**config.mk**
```make
export PLATFORM = sky130hd
export DESIGN_NAME = critical_fault_log_control
export DESIGN_NICKNAME = d
export VERILOG_FILES = /design/src/rtl/fault_log_pkg.sv /design/src/rtl/fault_flag_bank.sv /design/src/rtl/critical_fault_log_control.sv
export SDC_FILE = /design/constraint.sdc
export NUM_CORES = 1
export LEC_CHECK = 0
export ABC_AREA = 1
export ABC_CLOCK_PERIOD_IN_PS = 2300
export BUFFER_PORTS_ARGS = -buffer_cell sky130_fd_sc_hd__buf_2
export CAP_MARGIN = 25
export CELL_PAD_IN_SITES_DETAIL_PLACEMENT = 1
export CELL_PAD_IN_SITES_GLOBAL_PLACEMENT = 1
export CORE_MARGIN = 3
export CORE_UTILIZATION = 41
export CTS_CLUSTER_DIAMETER = 30
export DETAILED_ROUTE_END_ITERATION = 12
export PLACE_DENSITY_LB_ADDON = 0.15
export REMOVE_ABC_BUFFERS = 1
export SYNTH_ARGS = -nofsm -noshare
export SYNTH_HDL_FRONTEND = slang
export SYNTH_HIERARCHICAL = 1
export SYNTH_SLANG_ARGS = --single-unit
```
**constraint.sdc**
```tcl
create_clock -name clk_sys_in -period 2.3 [get_ports clk_sys_in]
set_input_delay 0.46 -clock clk_sys_in [delete_from_list [all_inputs] [get_ports clk_sys_in]]
set_output_delay 0.46 -clock clk_sys_in [all_outputs]
set_load 0.02 [all_outputs]
```
**src/rtl/fault_log_pkg.sv**
```systemverilog
// Constants and carrier types for the critical fault log control bank
// Notes on behaviour
// - Selector 00 stores flags and conversion values
// - Selector 01 stores failed-line flags only
// - Selector 10 stores conversion values only
// - Selector 11 stores nothing; logger off
// - Low enable bits 0-7: undervoltage inputs 1-8
// - Mixed enable bits 0-3: undervoltage inputs 9-12
// - Mixed enable bits 4-7: overvoltage inputs 1-4
// - High enable bits 0-6: overvoltage inputs 5-11
// - High enable bit 7: overvoltage input 12
// - Enabled fault shuts supplies; starts log transfer only when idle and selector is not 11
// - Stored log locks until unlock bit written
// - Readable flag set only when enable set
package fault_log_pkg;
    // ------------------------------------------------------------
    // Register offsets
    // ------------------------------------------------------------
    localparam logic [7:0] CTRL_OFFSET = 8'h47;
    localparam logic [7:0] UV_EN_LOW_OFFSET = 8'h48;
    localparam logic [7:0] UV_OV_EN_OFFSET = 8'h49;
    localparam logic [7:0] OV_EN_HIGH_OFFSET = 8'h4a;
    localparam logic [7:0] UNLOCK_OFFSET = 8'h5d;
    localparam logic [7:0] FLAGS_LOW_OFFSET = 8'h18;
    localparam logic [7:0] FLAGS_HIGH_OFFSET = 8'h19;

    // ------------------------------------------------------------
    // Field positions and reset values
    // ------------------------------------------------------------
    localparam int UNLOCK_BIT = 1;
    localparam int LOCK_STATUS_BIT = 0;
    localparam int MAX_CH = 12;
    localparam logic [1:0] CTRL_RESET = 2'h0;
    localparam logic [7:0] EN_RESET = 8'h00;

    // Log content selector codes
    typedef enum logic [1:0] {
        LOG_BOTH = 2'h0,
        LOG_FLAGS_ONLY = 2'h1,
        LOG_ADC_ONLY = 2'h2,
        LOG_NONE = 2'h3
    } log_sel_t;

    // Request handed to the nonvolatile writer
    typedef struct packed {
        logic store_flags;
        logic store_adc;
        logic [MAX_CH-1:0] failed_lines;
    } log_req_t;

    // Register port access
    typedef struct packed {
        logic wr;
        logic ext_page;
        logic [7:0] addr;
        logic [7:0] wdata;
    } reg_access_t;
endpackage

```
**src/rtl/fault_flag_bank.sv**
```systemverilog
// Readable per-input fault flags with write-one-to-clear
`timescale 1ns/1ns
module fault_flag_bank #(
    parameter int CHANNELS = 12
) (
    // Clock and reset
    input wire logic clk_sys_in,
    input wire logic rst_in,
    // Set and clear vectors
    input wire logic [fault_log_pkg::MAX_CH-1:0] set_in,
    input wire logic [fault_log_pkg::MAX_CH-1:0] clear_in,
    // Flag state
    output logic [fault_log_pkg::MAX_CH-1:0] flags_out
);
    logic [fault_log_pkg::MAX_CH-1:0] flags_r;
    logic [fault_log_pkg::MAX_CH-1:0] flags_nxt;

    // One flag per input; absent inputs stay zero
    genvar gi;
    generate
        for (gi = 0; gi < fault_log_pkg::MAX_CH; gi++) begin : g_flag
            if (gi < CHANNELS) begin : g_live
                // Set beats a clear in the same cycle
                always_comb begin
                    flags_nxt[gi] = set_in[gi] | (flags_r[gi] & ~clear_in[gi]);
                end
            end else begin : g_absent
                always_comb begin
                    flags_nxt[gi] = 1'b0;
                end
            end
        end
    endgenerate

    // Flag storage
    always_ff @(posedge clk_sys_in) begin
        if (rst_in) begin
            flags_r <= '0;
        end else begin
            flags_r <= flags_nxt;
        end
    end

    assign flags_out = flags_r;
endmodule

```
**src/rtl/critical_fault_log_control.sv**
```systemverilog
// Critical fault log control registers, trigger, and lock sequencing
`timescale 1ns/1ns
module critical_fault_log_control #(
    parameter int CHANNELS = 12
) (
    // Clock and reset
    input wire logic clk_sys_in,
    input wire logic rst_in,
    // Configuration port access
    input wire fault_log_pkg::reg_access_t reg_in,
    output logic [7:0] reg_rdata_out,
    // Deglitched threshold results, same clock
    input wire logic [fault_log_pkg::MAX_CH-1:0] uv_fault_in,
    input wire logic [fault_log_pkg::MAX_CH-1:0] ov_fault_in,
    // Nonvolatile writer handshake
    input wire logic log_done_in,
    output logic log_start_out,
    output fault_log_pkg::log_req_t log_req_out,
    // Supply control and status
    output logic shutdown_out,
    output logic locked_out
);
    // ------------------------------------------------------------
    // Decode helper
    // ------------------------------------------------------------
    function automatic logic hit(input fault_log_pkg::reg_access_t acc,
                                 input logic [7:0] offset, input logic ext);
        hit = (acc.addr == offset) && (acc.ext_page == ext);
    endfunction

    // ------------------------------------------------------------
    // Configuration registers
    // ------------------------------------------------------------
    logic [1:0] ctrl_r;
    logic [1:0] ctrl_nxt;
    logic [7:0] uv_en_low_r;
    logic [7:0] uv_en_low_nxt;
    logic [7:0] uv_ov_en_r;
    logic [7:0] uv_ov_en_nxt;
    logic [7:0] ov_en_high_r;
    logic [7:0] ov_en_high_nxt;
    logic [7:0] rdata_r;
    logic [7:0] rdata_nxt;
    logic [fault_log_pkg::MAX_CH-1:0] uv_en;
    logic [fault_log_pkg::MAX_CH-1:0] ov_en;
    logic [fault_log_pkg::MAX_CH-1:0] chan_mask;
    logic [fault_log_pkg::MAX_CH-1:0] hits;
    logic [fault_log_pkg::MAX_CH-1:0] flag_clear;
    logic [fault_log_pkg::MAX_CH-1:0] flags;
    logic crit;
    logic unlock_wr;
    // Lock state lives here because the read mux shows it
    logic locked_r;
    logic locked_nxt;

    // Writes and read mux; only two control bits are kept
    always_comb begin
        ctrl_nxt = ctrl_r;
        uv_en_low_nxt = uv_en_low_r;
        uv_ov_en_nxt = uv_ov_en_r;
        ov_en_high_nxt = ov_en_high_r;
        flag_clear = '0;
        if (reg_in.wr) begin
            if (hit(reg_in, fault_log_pkg::CTRL_OFFSET, 1'b0)) begin
                ctrl_nxt = reg_in.wdata[1:0];
            end
            if (hit(reg_in, fault_log_pkg::UV_EN_LOW_OFFSET, 1'b0)) begin
                uv_en_low_nxt = reg_in.wdata;
            end
            if (hit(reg_in, fault_log_pkg::UV_OV_EN_OFFSET, 1'b0)) begin
                uv_ov_en_nxt = reg_in.wdata;
            end
            if (hit(reg_in, fault_log_pkg::OV_EN_HIGH_OFFSET, 1'b0)) begin
                ov_en_high_nxt = reg_in.wdata;
            end
            if (hit(reg_in, fault_log_pkg::FLAGS_LOW_OFFSET, 1'b1)) begin
                flag_clear[7:0] = reg_in.wdata;
            end
            if (hit(reg_in, fault_log_pkg::FLAGS_HIGH_OFFSET, 1'b1)) begin
                flag_clear[11:8] = reg_in.wdata[3:0];
            end
        end
        rdata_nxt = 8'h00;
        if (hit(reg_in, fault_log_pkg::CTRL_OFFSET, 1'b0)) begin
            rdata_nxt = {6'h00, ctrl_r};
        end else if (hit(reg_in, fault_log_pkg::UV_EN_LOW_OFFSET, 1'b0)) begin
            rdata_nxt = uv_en_low_r;
        end else if (hit(reg_in, fault_log_pkg::UV_OV_EN_OFFSET, 1'b0)) begin
            rdata_nxt = uv_ov_en_r;
        end else if (hit(reg_in, fault_log_pkg::OV_EN_HIGH_OFFSET, 1'b0)) begin
            rdata_nxt = ov_en_high_r;
        end else if (hit(reg_in, fault_log_pkg::UNLOCK_OFFSET, 1'b0)) begin
            rdata_nxt[fault_log_pkg::LOCK_STATUS_BIT] = locked_r;
        end else if (hit(reg_in, fault_log_pkg::FLAGS_LOW_OFFSET, 1'b1)) begin
            rdata_nxt = flags[7:0];
        end else if (hit(reg_in, fault_log_pkg::FLAGS_HIGH_OFFSET, 1'b1)) begin
            rdata_nxt = {4'h0, flags[11:8]};
        end
    end

    // Register storage
    always_ff @(posedge clk_sys_in) begin
        if (rst_in) begin
            ctrl_r <= fault_log_pkg::CTRL_RESET;
            uv_en_low_r <= fault_log_pkg::EN_RESET;
            uv_ov_en_r <= fault_log_pkg::EN_RESET;
            ov_en_high_r <= fault_log_pkg::EN_RESET;
            rdata_r <= 8'h00;
        end else begin
            ctrl_r <= ctrl_nxt;
            uv_en_low_r <= uv_en_low_nxt;
            uv_ov_en_r <= uv_ov_en_nxt;
            ov_en_high_r <= ov_en_high_nxt;
            rdata_r <= rdata_nxt;
        end
    end

    // ------------------------------------------------------------
    // Trigger qualification
    // ------------------------------------------------------------
    // undervoltage and overvoltage enable maps
    assign uv_en = {uv_ov_en_r[3:0], uv_en_low_r};
    assign ov_en = {ov_en_high_r, uv_ov_en_r[7:4]};
    // Inputs missing on the smaller variant never trigger
    assign chan_mask = fault_log_pkg::MAX_CH'((1 << CHANNELS) - 1);
    assign hits = ((uv_fault_in & uv_en) | (ov_fault_in & ov_en)) & chan_mask;
    assign crit = |hits;
    assign unlock_wr = reg_in.wr && hit(reg_in, fault_log_pkg::UNLOCK_OFFSET, 1'b0)
                       && reg_in.wdata[fault_log_pkg::UNLOCK_BIT];

    fault_flag_bank #(
        .CHANNELS(CHANNELS)
    ) u_flags (
        .clk_sys_in(clk_sys_in),
        .rst_in(rst_in),
        .set_in(hits),
        .clear_in(flag_clear),
        .flags_out(flags)
    );

    // ------------------------------------------------------------
    // Log sequencing
    // ------------------------------------------------------------
    typedef enum logic [2:0] {
        ST_IDLE = 3'b001,
        ST_STORE = 3'b010,
        ST_LOCKED = 3'b100
    } log_state_t;

    log_state_t state_r;
    log_state_t state_nxt;
    logic start_r;
    logic start_nxt;
    logic shutdown_r;
    logic shutdown_nxt;
    fault_log_pkg::log_req_t req_r;
    fault_log_pkg::log_req_t req_nxt;

    // Trigger, store and lock; shutdown holds until reset
    always_comb begin
        state_nxt = state_r;
        start_nxt = 1'b0;
        req_nxt = req_r;
        locked_nxt = locked_r;
        shutdown_nxt = shutdown_r | crit;
        unique case (state_r)
            ST_IDLE: begin
                if (crit && ctrl_r != fault_log_pkg::LOG_NONE) begin
                    req_nxt.store_flags = (ctrl_r != fault_log_pkg::LOG_ADC_ONLY);
                    req_nxt.store_adc = (ctrl_r != fault_log_pkg::LOG_FLAGS_ONLY);
                    req_nxt.failed_lines = hits;
                    start_nxt = 1'b1;
                    state_nxt = ST_STORE;
                end
            end
            ST_STORE: begin
                if (log_done_in) begin
                    state_nxt = ST_LOCKED;
                    locked_nxt = 1'b1;
                end
            end
            ST_LOCKED: begin
                if (unlock_wr) begin
                    state_nxt = ST_IDLE;
                    locked_nxt = 1'b0;
                end
            end
        endcase
    end

    // Sequencer storage
    always_ff @(posedge clk_sys_in) begin
        if (rst_in) begin
            state_r <= ST_IDLE;
            start_r <= 1'b0;
            shutdown_r <= 1'b0;
            locked_r <= 1'b0;
            req_r <= '0;
        end else begin
            state_r <= state_nxt;
            start_r <= start_nxt;
            shutdown_r <= shutdown_nxt;
            locked_r <= locked_nxt;
            req_r <= req_nxt;
        end
    end

    assign reg_rdata_out = rdata_r;
    assign log_start_out = start_r;
    assign log_req_out = req_r;
    assign shutdown_out = shutdown_r;
    assign locked_out = locked_r;
endmodule

```
==> flow_summary.ini <==
[power]
peakVddDrop_uv = 338
power_uw = 2480
leakage_uw = 0.00162
power.density_nw_per_um2 = 646

[worst_setup_path]
crit_top_cell = nand2_1
crit_family = simple AND/OR/NAND/NOR gates
crit_chain = nand2_1, nand2_1, nor2_1, nand2_1, nor2_1, nand2_2, nand3_1, nand2_1, a21oi_1
criticalPathCategory = reg2reg
crit_required_ns = 2.52
cp_slowest_cell = nand3_1
cp_num_buf_inv = 0
max_stage_delay_ns = 0.45
worstPathArrival_ns = 2.02
crit_fanout = 15
end_kind = flop
critPathLaunchType = flop

[timing]
post-route-period-util = 0.783
tightest_slew_ns = 0.627
fin_setup_tns_ns = 0
slew_violations = 0
max_freq_mhz = 556
post-route-min-period_ns = 1.80
hold_ws_ns = 0.389
relSlewSlack = 0.581
hold_violations = 0
clock_skew_ns = 0.0144
rsz0062_at_grt = no
final-setup-viol-count = 0

[final_layout]
antennaDiodeCount = 0
drive_gt1_frac = 0.244
area_growth_pct = 21.1
stdcell_count = 628
finalNetCount = 569
finish.utilization = 0.520
fill_cells = 1001

[placed_design]
placedCellCount = 612
hpwl_um = 8040
gp_congestion = 0.859
port_buffers = 69

[detailed_routing]
ant_nets = 0
route.detailed.drc = 0
wire_per_inst_um = 16.7
drtIter0Drc = 109
num_vias = 3291
drt-total-wl_um = 10500
drtPass1Iterations = 4
avgViaCountPerCell = 5.24

[grt]
grt_pass1_vias = 3346
grt_max_degree = 24
overflow = 0
grtUsageTotal = 0.249
grt_pass1_wl_um = 16600
antenna_found_initial = 0

[floorplan]
dieArea_um2 = 8820
rows = 31
floorplan.initialDensity = 0.430
design.core.area_um2 = 7370
die_h_um = 93.9
io_pins = 70
die_w_um = 93.9

[yosys]
ys_top_cells_by_area = dfxtp_1, nand2_1, inv_1
synthArstFlopShare = 0
ys_warn_count = 6
syn_area_per_cell_um2 = 7.07
yosys.area.top_type = dfxtp_1
synth_top_area_frac = 0.417
synth_edf_count = 0
synth_area_um2 = 3170
ys.flop_type = dfxtp_1
netlist_instances = 448
ys_types = 33
ys_seq_area_frac = 0.417
ys_ff_latch = 66

[clocking]
postCtsSetupBuffers = 0
worst_skew_pair.late_latency_ns = 0.36
tritoncts.num_buffers = 9
postCtsHoldBufs = 0
clockBufferDepth = 2
clk_pin_slew_worst_paths_ns = 0.08
h-tree-depth = 3
cts_resized = 0
cts_root_buffer = clkbuf_8
cts_tree = done
cts.sinks = 66

[min_path]
holdCritPathClass = in2reg

[job]
drv_cap = 0

[outcome]
status = completed
[per-stage QoR]
step | setup WS [ns] | area (um2)
after global routing | 0.292 | 3830
after global placement | 0.383 | 3620
final | 0.500 | 3830
after detailed placement | 0.319 | 3620
after CTS | 0.520 | 3830
after floorplan | 0.527 | 3100
[area by class of cell]
class / count / area (um2) / area share
clock buffers: 11 / 131 / 0.0343
clock inverters: 5 / 78.8 / 0.0206
inverters: 62 / 236 / 0.0617
multi-input cells: 308 / 1540 / 0.401
flip-flops and latches: 66 / 1320 / 0.345
well taps: 99 / 124 / 0.0323
repair buffers: 77 / 405 / 0.106
[cells in the mapped netlist, types with 2 or more instances]
cell type / n
a211oi_1: 7
a211oi_2: 4
a21oi_1: 37
a21oi_2: 10
buf_6: 3
clkbuf_1: 6
dfxtp_1: 66
inv_1: 55
inv_2: 5
nand2_1: 106
nand2_2: 6
nand3_1: 17
nand4_1: 18
nor2_1: 54
nor2_2: 3
nor2_4: 2
nor3_1: 10
o21ai_0: 24
[cell usage in the layout (no fill, tap or decap), drive strengths merged]
cell / count
or2: 1
inv: 61
nand4: 18
a21oi: 47
nand3: 18
a41oi: 1
a211oi: 11
nor3: 12
nand2: 112
o21bai: 1
o21ai: 25
bufinv: 2
nand3b: 1
buf: 77
clkinv: 4
dfxtp: 66
nor4: 1
nor2: 60
clkbuf: 11
[flip-flops by register name, indices dropped and copies added, names as in the netlist]
register	count
ctrl_r	2
locked_out	1
log_req_out	14
log_start_out	1
ov_en_high_r	8
reg_rdata_out	8
shutdown_out	1
state_r	3
u_flags/flags_out	12
uv_en_low_r	8
uv_ov_en_r	8
[worst reg2reg max path: stages (launching register included)]
cell     delay [ns]
dfxtp_1        0.38
nand2_1        0.07
nand2_1        0.18
nor2_1         0.06
nand2_1        0.09
nor2_1         0.07
nand2_2        0.07
nand3_1        0.45
nand2_1        0.23
a21oi_1        0.08
[cell families after synthesis]
logic type / Yosys count / share of synthesized area
buf+inv: 74 / 0.0975
simple gates: 223 / 0.322
compound gates: 85 / 0.163
flops: 66 / 0.417
[path summary, 6_finish.rpt]
kind                    endpoint  slack, ns  cells after the start       startpoint
hold / removal        state_r[1]       0.39                      4      log_done_in
setup reg to reg  log_req_out[9]       0.50                      9  ov_en_high_r[7]
hold reg to reg   log_req_out[0]       0.47                      2   log_req_out[0]
setup / recovery  log_req_out[9]       0.50                      9  ov_en_high_r[7]
[per-layer routing]
metal | vias to the layer above | part of all wire | global-route usage
li1 | 1601 | - | -
met1 | 1584 | 0.43 | 0.305
met2 | 86 | 0.49 | 0.415
met3 | 20 | 0.050 | 0.0521
met4 | 0 | 0.026 | 0.116
met5 | - | 0 | 0
[where the power goes]
part,internal (uW),switching [uW],total (uW)
logic,72.9,159,232
clock network,610,468,1080
registers,1160,12.3,1170
Power figures use the tool's default switching activity.
